**src/logic/clk_ctrl_pkg.sv**
```systemverilog
/*
  Constants for the clock controller: register offsets, field positions,
  reset values, divide ratios, lock timing and the reset mode table.
  Assumes a 32-bit APB slave with byte addresses 0x0..0xc.
*/
package clk_ctrl_pkg;
  // register byte offsets
  localparam logic [3:0] CCR_OFS = 4'h0;
  localparam logic [3:0] PCR_OFS = 4'h4;
  localparam logic [3:0] STS_OFS = 4'h8;
  localparam logic [3:0] MSK_OFS = 4'hc;
  // clock_control_reg fields
  localparam int FAST_LSB = 0;
  localparam int SLOW_LSB = 4;
  localparam int BUS_CLOCK_DIVIDER_LSB = 8;
  localparam int TBS_BIT = 12;
  localparam int PERIODIC_CLOCK_DIVIDE_BIT = 13;
  localparam int PERIODIC_CLOCK_SOURCE_BIT = 14;
  localparam int LME_BIT = 16;
  localparam int BSR_BIT = 17;
  localparam int GEAR_BIT = 18;
  // pll_control_reg fields
  localparam int MF_LSB = 0;
  localparam int LOCK_LOSS_RESET_ENABLE_BIT = 16;
  // status and mask fields
  localparam int LOCK_BIT = 0;
  localparam int LIMP_BIT = 1;
  localparam int CHG_BIT = 2;
  localparam int TMO_BIT = 3;
  localparam int MODE_LSB = 4;
  localparam int IRQEN_BIT = 0;
  // reset values
  localparam logic [2:0] DIV_RST = 3'h0;
  localparam logic [1:0] BUS_CLOCK_DIVIDER_RST = 2'h0;
  // timing
  localparam logic [2:0] CAP_LAST = 3'h4;
  localparam logic [9:0] HR_RELEASE_CYCLES = 10'h200;
  localparam logic [9:0] LOCK_SHORT = 10'h1f4;
  localparam logic [9:0] LOCK_LONG = 10'h3e8;
  localparam logic [11:0] LOCK_MF_SPLIT = 12'h004;
  localparam logic [3:0] TB_DIV_SMALL = 4'h4;
  localparam logic [3:0] TB_DIV_LARGE = 4'hf;
  localparam logic [7:0] PIT_DIV_SMALL = 8'h03;
  localparam logic [7:0] PIT_DIV_LARGE = 8'hff;
  localparam logic [11:0] MF_X5 = 12'h004;
  localparam logic [11:0] MF_X1 = 12'h000;

  typedef enum logic [1:0] {HR_WAIT, HR_COUNT, HR_RUN} hr_state_t;

  // reset defaults {lme, periodic_clock_source, periodic_clock_divide, mf} per mode pins {pin1,pin2,pin3}
  function automatic logic [14:0] mode_defaults(input logic [2:0] mode);
    case (mode)
      3'h0: mode_defaults = {3'h0, MF_X1};
      3'h1: mode_defaults = {3'h1, MF_X1};
      3'h2: mode_defaults = {3'h5, MF_X5};
      3'h3: mode_defaults = {3'h5, MF_X1};
      3'h6: mode_defaults = {3'h3, MF_X5};
      3'h7: mode_defaults = {3'h7, MF_X1};
      default: mode_defaults = {3'h3, MF_X1};
    endcase
  endfunction : mode_defaults
endpackage : clk_ctrl_pkg

```
**src/logic/pll_lock_gear_clock_control.sv**
```systemverilog
/*
  Clock controller: PLL lock and hard reset sequencing, limp mode,
  gear divider, timebase and periodic clocks, APB register file.
  Assumes presetn is the power-on reset, all clock pins are slow next to
  pclk, and the PLL output itself is modelled as one tick per pclk.
*/
// The register offsets and the APB slave port were decided locally.
module pll_lock_gear_clock_control
  import clk_ctrl_pkg::*;
#(
  parameter int ADDR_W = 4
) (
  input wire logic pclk,
  input wire logic presetn,
  input wire logic psel,
  input wire logic penable,
  input wire logic pwrite,
  input wire logic [ADDR_W-1:0] paddr,
  input wire logic [31:0] pwdata,
  output logic [31:0] prdata,
  output logic pready,
  output logic pslverr,
  input wire logic pll_lock_in,
  input wire logic crystal_clock_in,
  input wire logic external_clock_in,
  input wire logic ring_backup_clock,
  input wire logic clock_mode_pin1,
  input wire logic clock_mode_pin2,
  input wire logic clock_mode_pin3,
  output logic hard_reset_n,
  output logic pll_output_enable,
  output logic limp_active,
  output logic [11:0] pll_multiplier,
  output logic system_timer_tick,
  output logic timebase_clock,
  output logic periodic_timer_clock,
  output logic core_phase1_clock,
  output logic core_phase2_clock,
  output logic bus_phase1_clock,
  output logic bus_phase2_clock,
  output logic lock_irq
);
  logic [6:0] pins;
  logic locked, xtal_s, ext_s, bu_s;
  logic locked_d, xtal_d, ext_d, bu_d;
  logic xtal_tick, ext_tick, bu_tick, ref_tick, lock_edge, sys_tick;
  logic [2:0] mode_latched, next_mode;
  logic [2:0] cap_cnt, next_cap_cnt;
  logic captured, next_captured, capture;
  logic [14:0] defaults;
  logic [2:0] fast_gear_divider, next_fast;
  logic [2:0] slow_gear_divider, next_slow;
  logic [1:0] bus_clock_divider, next_bus_clock_divider;
  logic timebase_source_select, next_tbs;
  logic periodic_clock_divide, next_periodic_clock_divide;
  logic periodic_clock_source, next_periodic_clock_source;
  logic limp_enable, next_lme;
  logic backup_switch_request, next_bsr;
  logic gear_select, next_gear;
  logic lock_loss_reset_enable, next_lock_loss_reset_enable;
  logic [11:0] next_mf;
  logic lock_change_flag, next_chg;
  logic lock_timeout, next_tmo;
  logic lock_irq_enable, next_irqen;
  logic [31:0] next_prdata;
  logic mapped, wr_en, rd_setup;
  hr_state_t hr_state, next_hr_state;
  logic [9:0] hr_cnt, next_hr_cnt;
  logic [9:0] wait_cnt, next_wait_cnt;
  logic [9:0] lock_limit;
  logic [3:0] div_exp;
  logic src_tick, tb_src, pit_src;
  logic [3:0] tb_cnt, next_tb_cnt, tb_last;
  logic [7:0] pit_cnt, next_pit_cnt, pit_last;
  logic next_tb_clk, next_pit_clk;

  sync3 #(.W(7)) u_sync (
    .pclk(pclk),
    .presetn(presetn),
    .din({pll_lock_in, crystal_clock_in, external_clock_in,
          ring_backup_clock, clock_mode_pin1, clock_mode_pin2,
          clock_mode_pin3}),
    .dout(pins)
  );

  assign locked = pins[6];
  assign xtal_s = pins[5];
  assign ext_s = pins[4];
  assign bu_s = pins[3];
  assign xtal_tick = xtal_s && !xtal_d;
  assign ext_tick = ext_s && !ext_d;
  assign bu_tick = bu_s && !bu_d;
  assign lock_edge = locked ^ locked_d;
  assign ref_tick = mode_latched[2] ? ext_tick : xtal_tick;

  always_ff @(posedge pclk or negedge presetn) begin
    if (!presetn) begin
      locked_d <= 1'b0;
      xtal_d <= 1'b0;
      ext_d <= 1'b0;
      bu_d <= 1'b0;
      system_timer_tick <= 1'b0;
    end else begin
      locked_d <= locked;
      xtal_d <= xtal_s;
      ext_d <= ext_s;
      bu_d <= bu_s;
      system_timer_tick <= ref_tick;
    end
  end

  // mode pins taken once the synchroniser has settled after release
  assign capture = !captured && (cap_cnt == CAP_LAST);
  assign defaults = mode_defaults(pins[2:0]);

  always_comb begin
    next_cap_cnt = cap_cnt;
    next_captured = captured;
    next_mode = mode_latched;
    if (!captured) begin
      next_cap_cnt = 3'(cap_cnt + 3'h1);
    end
    if (capture) begin
      next_captured = 1'b1;
      next_mode = pins[2:0];
    end
  end

  always_ff @(posedge pclk or negedge presetn) begin
    if (!presetn) begin
      cap_cnt <= 3'h0;
      captured <= 1'b0;
      mode_latched <= 3'h0;
    end else begin
      cap_cnt <= next_cap_cnt;
      captured <= next_captured;
      mode_latched <= next_mode;
    end
  end

  // apb slave, zero wait states
  assign pready = 1'b1;
  assign mapped = ((paddr >> 4) == '0) && (paddr[1:0] == 2'h0);
  assign wr_en = psel && penable && pwrite && mapped;
  assign rd_setup = psel && !penable && !pwrite;
  assign pslverr = psel && penable && !mapped;

  always_comb begin
    next_prdata = prdata;
    if (rd_setup) begin
      next_prdata = 32'h0;
      if (mapped) begin
        case (paddr[3:0])
          CCR_OFS: begin
            next_prdata[FAST_LSB+:3] = fast_gear_divider;
            next_prdata[SLOW_LSB+:3] = slow_gear_divider;
            next_prdata[BUS_CLOCK_DIVIDER_LSB+:2] = bus_clock_divider;
            next_prdata[TBS_BIT] = timebase_source_select;
            next_prdata[PERIODIC_CLOCK_DIVIDE_BIT] = periodic_clock_divide;
            next_prdata[PERIODIC_CLOCK_SOURCE_BIT] = periodic_clock_source;
            next_prdata[LME_BIT] = limp_enable;
            next_prdata[BSR_BIT] = backup_switch_request;
            next_prdata[GEAR_BIT] = gear_select;
          end
          PCR_OFS: begin
            next_prdata[MF_LSB+:12] = pll_multiplier;
            next_prdata[LOCK_LOSS_RESET_ENABLE_BIT] = lock_loss_reset_enable;
          end
          STS_OFS: begin
            next_prdata[LOCK_BIT] = locked;
            next_prdata[LIMP_BIT] = limp_active;
            next_prdata[CHG_BIT] = lock_change_flag;
            next_prdata[TMO_BIT] = lock_timeout;
            next_prdata[MODE_LSB+:3] = mode_latched;
          end
          MSK_OFS: next_prdata[IRQEN_BIT] = lock_irq_enable;
          default: next_prdata = 32'h0;
        endcase
      end
    end
  end

  always_comb begin
    next_fast = fast_gear_divider;
    next_slow = slow_gear_divider;
    next_bus_clock_divider = bus_clock_divider;
    next_tbs = timebase_source_select;
    next_periodic_clock_divide = periodic_clock_divide;
    next_periodic_clock_source = periodic_clock_source;
    next_lme = limp_enable;
    next_bsr = backup_switch_request;
    next_gear = gear_select;
    next_lock_loss_reset_enable = lock_loss_reset_enable;
    next_mf = pll_multiplier;
    next_chg = lock_change_flag;
    next_irqen = lock_irq_enable;
    if (wr_en && paddr[3:0] == CCR_OFS) begin
      next_fast = pwdata[FAST_LSB+:3];
      next_slow = pwdata[SLOW_LSB+:3];
      next_bus_clock_divider = pwdata[BUS_CLOCK_DIVIDER_LSB+:2];
      next_tbs = pwdata[TBS_BIT];
      next_periodic_clock_divide = pwdata[PERIODIC_CLOCK_DIVIDE_BIT];
      next_periodic_clock_source = pwdata[PERIODIC_CLOCK_SOURCE_BIT];
      next_lme = pwdata[LME_BIT];
      next_bsr = pwdata[BSR_BIT];
      next_gear = pwdata[GEAR_BIT];
    end
    if (wr_en && paddr[3:0] == PCR_OFS) begin
      next_mf = pwdata[MF_LSB+:12];
      next_lock_loss_reset_enable = pwdata[LOCK_LOSS_RESET_ENABLE_BIT];
    end
    if (wr_en && paddr[3:0] == MSK_OFS) begin
      next_irqen = pwdata[IRQEN_BIT];
    end
    if (wr_en && paddr[3:0] == STS_OFS && pwdata[CHG_BIT]) begin
      next_chg = 1'b0;
    end
    if (lock_edge) begin
      next_chg = 1'b1;
    end
    if (capture) begin
      next_lme = defaults[14];
      next_periodic_clock_source = defaults[13];
      next_periodic_clock_divide = defaults[12];
      next_mf = defaults[11:0];
    end
    if (hr_state != HR_RUN) begin
      next_bsr = !locked;
    end
  end

  always_ff @(posedge pclk or negedge presetn) begin
    if (!presetn) begin
      prdata <= 32'h0;
      fast_gear_divider <= DIV_RST;
      slow_gear_divider <= DIV_RST;
      bus_clock_divider <= BUS_CLOCK_DIVIDER_RST;
      timebase_source_select <= 1'b0;
      periodic_clock_divide <= 1'b0;
      periodic_clock_source <= 1'b0;
      limp_enable <= 1'b0;
      backup_switch_request <= 1'b0;
      gear_select <= 1'b0;
      lock_loss_reset_enable <= 1'b0;
      pll_multiplier <= 12'h000;
      lock_change_flag <= 1'b0;
      lock_irq_enable <= 1'b0;
    end else begin
      prdata <= next_prdata;
      fast_gear_divider <= next_fast;
      slow_gear_divider <= next_slow;
      bus_clock_divider <= next_bus_clock_divider;
      timebase_source_select <= next_tbs;
      periodic_clock_divide <= next_periodic_clock_divide;
      periodic_clock_source <= next_periodic_clock_source;
      limp_enable <= next_lme;
      backup_switch_request <= next_bsr;
      gear_select <= next_gear;
      lock_loss_reset_enable <= next_lock_loss_reset_enable;
      pll_multiplier <= next_mf;
      lock_change_flag <= next_chg;
      lock_irq_enable <= next_irqen;
    end
  end

  assign lock_irq = lock_change_flag && lock_irq_enable;
  assign limp_active = backup_switch_request && limp_enable;
  assign pll_output_enable = (hr_state != HR_WAIT);
  assign lock_limit = (pll_multiplier <= LOCK_MF_SPLIT) ?
                      LOCK_SHORT : LOCK_LONG;

  // hard reset sequencing
  always_comb begin
    next_hr_state = hr_state;
    next_hr_cnt = hr_cnt;
    next_wait_cnt = wait_cnt;
    next_tmo = lock_timeout;
    case (hr_state)
      HR_WAIT: begin
        if (locked && captured) begin
          next_hr_state = HR_COUNT;
          next_hr_cnt = 10'h0;
        end else if (ref_tick && wait_cnt != lock_limit) begin
          next_wait_cnt = 10'(wait_cnt + 10'h1);
        end
        if (wait_cnt == lock_limit) begin
          next_tmo = 1'b1;
        end
      end
      HR_COUNT: begin
        if (!locked) begin
          next_hr_state = HR_WAIT;
        end else if (sys_tick) begin
          if (hr_cnt == HR_RELEASE_CYCLES - 10'h1) begin
            next_hr_state = HR_RUN;
          end else begin
            next_hr_cnt = 10'(hr_cnt + 10'h1);
          end
        end
      end
      HR_RUN: begin
        // loss with reset enable clear keeps the PLL running the chip
        if (!locked && locked_d && lock_loss_reset_enable) begin
          next_hr_state = HR_WAIT;
          next_wait_cnt = 10'h0;
        end
      end
      default: next_hr_state = HR_WAIT;
    endcase
  end

  always_ff @(posedge pclk or negedge presetn) begin
    if (!presetn) begin
      hr_state <= HR_WAIT;
      hr_cnt <= 10'h0;
      wait_cnt <= 10'h0;
      lock_timeout <= 1'b0;
      hard_reset_n <= 1'b0;
    end else begin
      hr_state <= next_hr_state;
      hr_cnt <= next_hr_cnt;
      wait_cnt <= next_wait_cnt;
      lock_timeout <= next_tmo;
      hard_reset_n <= (next_hr_state == HR_RUN);
    end
  end

  // divider source and ratio
  assign src_tick = limp_active ? bu_tick : pll_output_enable;
  assign div_exp = gear_select ? 4'({1'b0, slow_gear_divider} + 4'h1) :
                   {1'b0, fast_gear_divider};

  gear_divider u_gear (
    .pclk(pclk),
    .presetn(presetn),
    .src_tick(src_tick),
    .div_exp(div_exp),
    .bus_div(bus_clock_divider),
    .core_phase1_clock(core_phase1_clock),
    .core_phase2_clock(core_phase2_clock),
    .bus_phase1_clock(bus_phase1_clock),
    .bus_phase2_clock(bus_phase2_clock),
    .sys_tick(sys_tick)
  );

  // timebase and periodic clocks
  always_comb begin
    tb_src = limp_active ? bu_tick :
             (timebase_source_select ? sys_tick : ref_tick);
    tb_last = (timebase_source_select || pll_multiplier <= 12'h001) ?
              TB_DIV_LARGE : TB_DIV_SMALL - 4'h1;
    pit_src = limp_active ? bu_tick :
              (periodic_clock_source ? ext_tick : xtal_tick);
    pit_last = periodic_clock_divide ? PIT_DIV_LARGE : PIT_DIV_SMALL;
    next_tb_cnt = tb_cnt;
    next_pit_cnt = pit_cnt;
    next_tb_clk = 1'b0;
    next_pit_clk = 1'b0;
    if (tb_src) begin
      next_tb_clk = (tb_cnt >= tb_last);
      next_tb_cnt = next_tb_clk ? 4'h0 : 4'(tb_cnt + 4'h1);
    end
    if (pit_src) begin
      next_pit_clk = (pit_cnt >= pit_last);
      next_pit_cnt = next_pit_clk ? 8'h0 : 8'(pit_cnt + 8'h1);
    end
  end

  always_ff @(posedge pclk or negedge presetn) begin
    if (!presetn) begin
      tb_cnt <= 4'h0;
      pit_cnt <= 8'h0;
      timebase_clock <= 1'b0;
      periodic_timer_clock <= 1'b0;
    end else begin
      tb_cnt <= next_tb_cnt;
      pit_cnt <= next_pit_cnt;
      timebase_clock <= next_tb_clk;
      periodic_timer_clock <= next_pit_clk;
    end
  end
endmodule : pll_lock_gear_clock_control

```
**src/logic/sync3.sv**
```systemverilog
/*
  Three-stage pin synchroniser; output follows once stages two and three
  agree. Assumes inputs are asynchronous to pclk.
*/
module sync3 #(
  parameter int W = 1
) (
  input wire logic pclk,
  input wire logic presetn,
  input wire logic [W-1:0] din,
  output logic [W-1:0] dout
);
  logic [W-1:0] s1, s2, s3;
  logic [W-1:0] next_dout;

  always_comb begin
    next_dout = dout;
    for (int i = 0; i < W; i++) begin
      if (s2[i] == s3[i]) begin
        next_dout[i] = s3[i];
      end
    end
  end

  always_ff @(posedge pclk or negedge presetn) begin
    if (!presetn) begin
      s1 <= '0;
      s2 <= '0;
      s3 <= '0;
      dout <= '0;
    end else begin
      s1 <= din;
      s2 <= s1;
      s3 <= s2;
      dout <= next_dout;
    end
  end
endmodule : sync3

```
**src/logic/gear_divider.sv**
```systemverilog
/*
  Low-power divider: turns source ticks into core and bus clock phases.
  Assumes src_tick is a one-cycle enable standing for one oscillator edge.
*/
module gear_divider (
  input wire logic pclk,
  input wire logic presetn,
  input wire logic src_tick,
  input wire logic [3:0] div_exp,
  input wire logic [1:0] bus_div,
  output logic core_phase1_clock,
  output logic core_phase2_clock,
  output logic bus_phase1_clock,
  output logic bus_phase2_clock,
  output logic sys_tick
);
  logic [9:0] cnt, next_cnt, last, half;
  logic [1:0] bcnt, next_bcnt;
  logic next_p1, next_p2, next_b1, next_b2, next_tick;

  always_comb begin
    // period is at least two source ticks
    last = 10'((11'h2 << div_exp) - 11'h1);
    half = 10'(11'h1 << div_exp);
    next_cnt = cnt;
    next_bcnt = bcnt;
    next_p1 = core_phase1_clock;
    next_p2 = core_phase2_clock;
    next_b1 = bus_phase1_clock;
    next_b2 = bus_phase2_clock;
    next_tick = 1'b0;
    if (src_tick) begin
      // ratio applies at once; a count past the new end wraps
      next_cnt = (cnt >= last) ? 10'h0 : 10'(cnt + 10'h1);
      if (next_cnt == 10'h0) begin
        next_bcnt = (bcnt >= bus_div) ? 2'h0 : 2'(bcnt + 2'h1);
      end
      next_p1 = (next_cnt == 10'h0);
      next_p2 = (next_cnt == half);
      next_tick = next_p2;
      next_b1 = next_p1 && (next_bcnt == 2'h0);
      next_b2 = next_p2 && (next_bcnt == 2'h0);
    end
  end

  always_ff @(posedge pclk or negedge presetn) begin
    if (!presetn) begin
      cnt <= 10'h0;
      bcnt <= 2'h0;
      core_phase1_clock <= 1'b0;
      core_phase2_clock <= 1'b0;
      bus_phase1_clock <= 1'b0;
      bus_phase2_clock <= 1'b0;
      sys_tick <= 1'b0;
    end else begin
      cnt <= next_cnt;
      bcnt <= next_bcnt;
      core_phase1_clock <= next_p1;
      core_phase2_clock <= next_p2;
      bus_phase1_clock <= next_b1;
      bus_phase2_clock <= next_b2;
      sys_tick <= next_tick;
    end
  end
endmodule : gear_divider

```
**config.mk**
```make
export PLATFORM = sky130hd
export DESIGN_NAME = pll_lock_gear_clock_control
export DESIGN_NICKNAME = d
export VERILOG_FILES = /design/src/logic/clk_ctrl_pkg.sv /design/src/logic/pll_lock_gear_clock_control.sv /design/src/logic/sync3.sv /design/src/logic/gear_divider.sv
export SDC_FILE = /design/constraint.sdc
export NUM_CORES = 1
export LEC_CHECK = 0
export BUFFER_PORTS_ARGS = -buffer_cell sky130_fd_sc_hd__buf_4
export CAP_MARGIN = 15
export CORE_ASPECT_RATIO = 0.6
export CORE_UTILIZATION = 51
export DETAILED_ROUTE_END_ITERATION = 10
export GPL_TIMING_DRIVEN = 0
export MAX_ROUTING_LAYER = met4
export PLACE_DENSITY = 0.72
export SLEW_MARGIN = 20
export SYNTH_ARGS = -nofsm -noshare
export SYNTH_HDL_FRONTEND = slang
export SYNTH_HIERARCHICAL = 1
export SYNTH_SLANG_ARGS = --single-unit
```
**constraint.sdc**
```tcl
create_clock -name pclk -period 9 [get_ports pclk]
set_input_delay 1.35 -clock pclk [delete_from_list [all_inputs] [get_ports pclk]]
set_output_delay 1.35 -clock pclk [all_outputs]
set_load 0.01 [all_outputs]
```
==> results.yml <==
status:
  run_status: "complete, no violations"
clock_tree:
  post_cts_buffers: 0
  cts.path.max_buffers: 2
  htree_levels: 4
  clk_pin_slew_ps: 70
  cts_resized: 0
  clock_latency_ps: 430
  root_buffer: "clkbuf_16"
  clkSinkCount: 142
  cts_tree: "yes"
  hold_buffers: 0
  cts_buffers: 17
global_route:
  grt_pass1_vias: 5875
  grt_util_all_layers_pct: 27.61
  overflow: 0
  grt_first_pass_wirelength_mm: 30.19
  antenna_found_initial: 0
  grt_max_degree: 86
drt:
  drt_wl_total_mm: 18.95
  viasPerCell: 5.782
  via_count: 6048
  first_pass_iters: 5
  wl_per_cell_um: 18.11
  ant_nets: 0
  drt_iter0_markers: 430
  drcViolationCount: 0
pwr:
  powerDensity_nw_per_um2: 232.5
  swShare_pct: 34.62
  p_int_mw: 1.356
  power_leakage_nw: 4.099
  power_frac_clock_pct: 34.1
  p_sw_mw: 0.7184
  sequentialPowerShare_pct: 39.0
  p_comb_share_pct: 26.9
  ir_drop_mv: 0.1149
critical_path:
  cp_data_arrival_time_ps: 4940
  reg2reg_depth: 19
  r2r_start: "gear_select"
  rr_endpoint: "u_gear/bus_phase2_clock"
  startpoint_type: "register"
  path_max_fanout: 10
  critPathKind: "register to register"
  r2r_slack_ps: 4400
  endpoint_kind: "register"
  cp.required_ps: 9340
place:
  port_buffers: 75
  placedCellCount: 1013
  post_dp_cell_area_sq_um: 8332
  hpwl_mm: 13.92
  gp_congestion: 0.8950
sta:
  period_share_pct: 51.14
  slew_headroom_pct: 42.52
  rsz0062_at_grt: "no"
  fmax_ghz: 0.2173
  timing.final.hold_violations: 0
  fin_tns_setup_ps: 0
  setup-violations-final: 0
  skew_ps: 13.19
  slew_violations: 0
  tightest_slew_ps: 860.4
  period_needed_ps: 4602
  finalHoldWorstSlack_ps: 349.3
layout:
  final_util_pct: 63.94
  multi_input_area_sq_um: 3533
  final_cells: 1046
  nets: 918
  area_growth_pct: 19.87
  drive_above_1_share_pct: 20.98
  final-seq-area_sq_um: 3553
  n_fill_cell: 1131
  final_cell_area_sq_um: 8924
yosys:
  synth_cells: 732
  ys.flop_type: "dfrtp_1"
  ys_ff_latch: 142
  postSynthAreaPerCell_sq_um: 10.17
  synthArstFlopShare_pct: 100.0
  synth.area.top_cells: "dfrtp_1 (48%), ha_1 (5.0%), nand2_1 (4.4%), mux2i_1 (4.2%), o21ai_0 (4.1%)"
  synth.top_cell.area_share_pct: 47.73
  netlist_area_sq_um: 7445
  synth_top_area_cell: "dfrtp_1"
  ys_warn_count: 6
  ys_types: 71
  synth-edff-count: 0
  ys_seq_area_share_pct: 47.73
die:
  die_x_um: 158.0
  design.core.area_sq_um: 13960
  die_y_um: 95.59
  die_area_sq_um: 15100
  start_util_pct: 53.34
  rows: 33
  io_pins: 105
worst_hold_path:
  whs_endpoint: "u_sync/s2[5]"
  holdPathStages: 0
  hold_path_class: "register to register"
  holdCritStartpoint: "u_sync/s1[5]"
run:
  maxCapViolations: 0
-- power groups by stage --
| stage | Combinational [mW] | Clock, mW | Sequential [mW] |
|---|---|---|---|
| finish | 0.558 | 0.707 | 0.810 |
| global route | 0.620 | 0.743 | 0.820 |
| CTS | 0.555 | 0.715 | 0.807 |
| detailed placement | 0.549 | 0 | 0.818 |
| global placement | 0.525 | 0 | 0.813 |
| floorplan | 0.375 | 0 | 0.799 |
-- final cells by class --
type / count / share of cell area [%]
flip-flops and latches: 142 / 39.82
multi-input cells: 532 / 39.60
repair buffers: 76 / 6.702
clock buffers: 17 / 4.767
plain buffers: 43 / 3.379
well taps: 192 / 2.692
clock inverters: 15 / 1.837
inverters: 28 / 1.178
diodes: 1 / 0.02804
-- placed cells by master, fill, tap and decap left out, types with 17 or more instances in the layout --
cell type,netlist,layout
dfrtp_1,142,142
buf_4,17,91
nand2_1,88,88
o21ai_0,61,61
nor2_1,52,52
mux2i_1,31,31
ha_1,30,30
inv_1,28,28
a21oi_1,27,27
nand3_1,19,19
mux2_2,17,17
clkbuf_16,0,17
-- per-stage QoR --
step	setup slack [ps]	power (mW)
after floorplan	4989	1.174
after global placement	4581	1.338
after detailed placement	4470	1.367
after CTS	4420	2.076
after global routing	4010	2.184
final	4398	2.075
-- cell usage after synthesis (all sizes together) (9+ instances only) --
cell type,count
nor2b,12
nor2,52
clkbuf,12
inv,28
nand2,88
mux2,17
a21oi,27
dfrtp,142
nor4,9
mux2i,31
a22o,12
ha,30
nand4,11
o21ai,63
buf,31
nand2b,11
nand3,19
xnor2,15
nor3,9
-- sequential cells by signal, indices dropped and copies added, names as in the netlist, 3 cells and up --
name               count
prdata                18
pll_multiplier        12
hr_cnt                10
u_gear/cnt            10
wait_cnt              10
pit_cnt                8
u_sync/dout            7
u_sync/s1              7
u_sync/s2              7
u_sync/s3              7
tb_cnt                 4
cap_cnt                3
fast_gear_divider      3
mode_latched           3
slow_gear_divider      3
-- critical path: stages, from the launching register on --
cell and delay [ps]:
dfrtp_1 320, clkbuf_1 300, mux2i_1 480, nor2b_1 330, nand2_1 130, ha_1 220
clkbuf_1 210, nor2_1 130, a22o_1 130, a22oi_1 60, ha_1 320, nand4_1 110
o221ai_1 230, a211o_1 210, buf_6 150, clkbuf_1 400, a21oi_1 80, o32ai_1 190
o2111ai_2 220, o32ai_2 290
-- how the worst max path moves through the flow --
stage / start / end / depth (start not counted)
after floorplan: slow_gear_divider[0] / u_gear/bus_phase2_clock / 19
after global placement: gear_select / u_gear/bus_phase2_clock / 18
after detailed placement: gear_select / u_gear/bus_phase2_clock / 19
after CTS: gear_select / u_gear/bus_phase2_clock / 19
after global routing: gear_select / u_gear/bus_phase2_clock / 19
final: gear_select / u_gear/bus_phase2_clock / 19
-- routing by layer --
| layer | global-route usage, % | vias up | part of all wire, % |
|---|---|---|---|
| met1 | 39.27 | 2982 | 49 |
| met4 | 7.692 | 0 | 1.0 |
| met5 | - | - | 0 |
| li1 | - | 2827 | - |
| met3 | 6.273 | 21 | 7.4 |
| met2 | 39.46 | 218 | 42 |
-- logic make-up (layout without fill, tap and decap cells) --
family / Yosys count / after routing / synth area share (%)
mux: 49 / 49 / 7.092
simple gates: 257 / 257 / 17.73
compound gates: 155 / 155 / 13.55
flops: 142 / 142 / 47.73
xor+xnor: 19 / 19 / 2.235
other cells: 2 / 16 / 0.1009
fa+ha+maj: 37 / 37 / 6.101
buf+inv: 71 / 179 / 5.462
No activity file was read; power rests on OpenSTA's default activity.
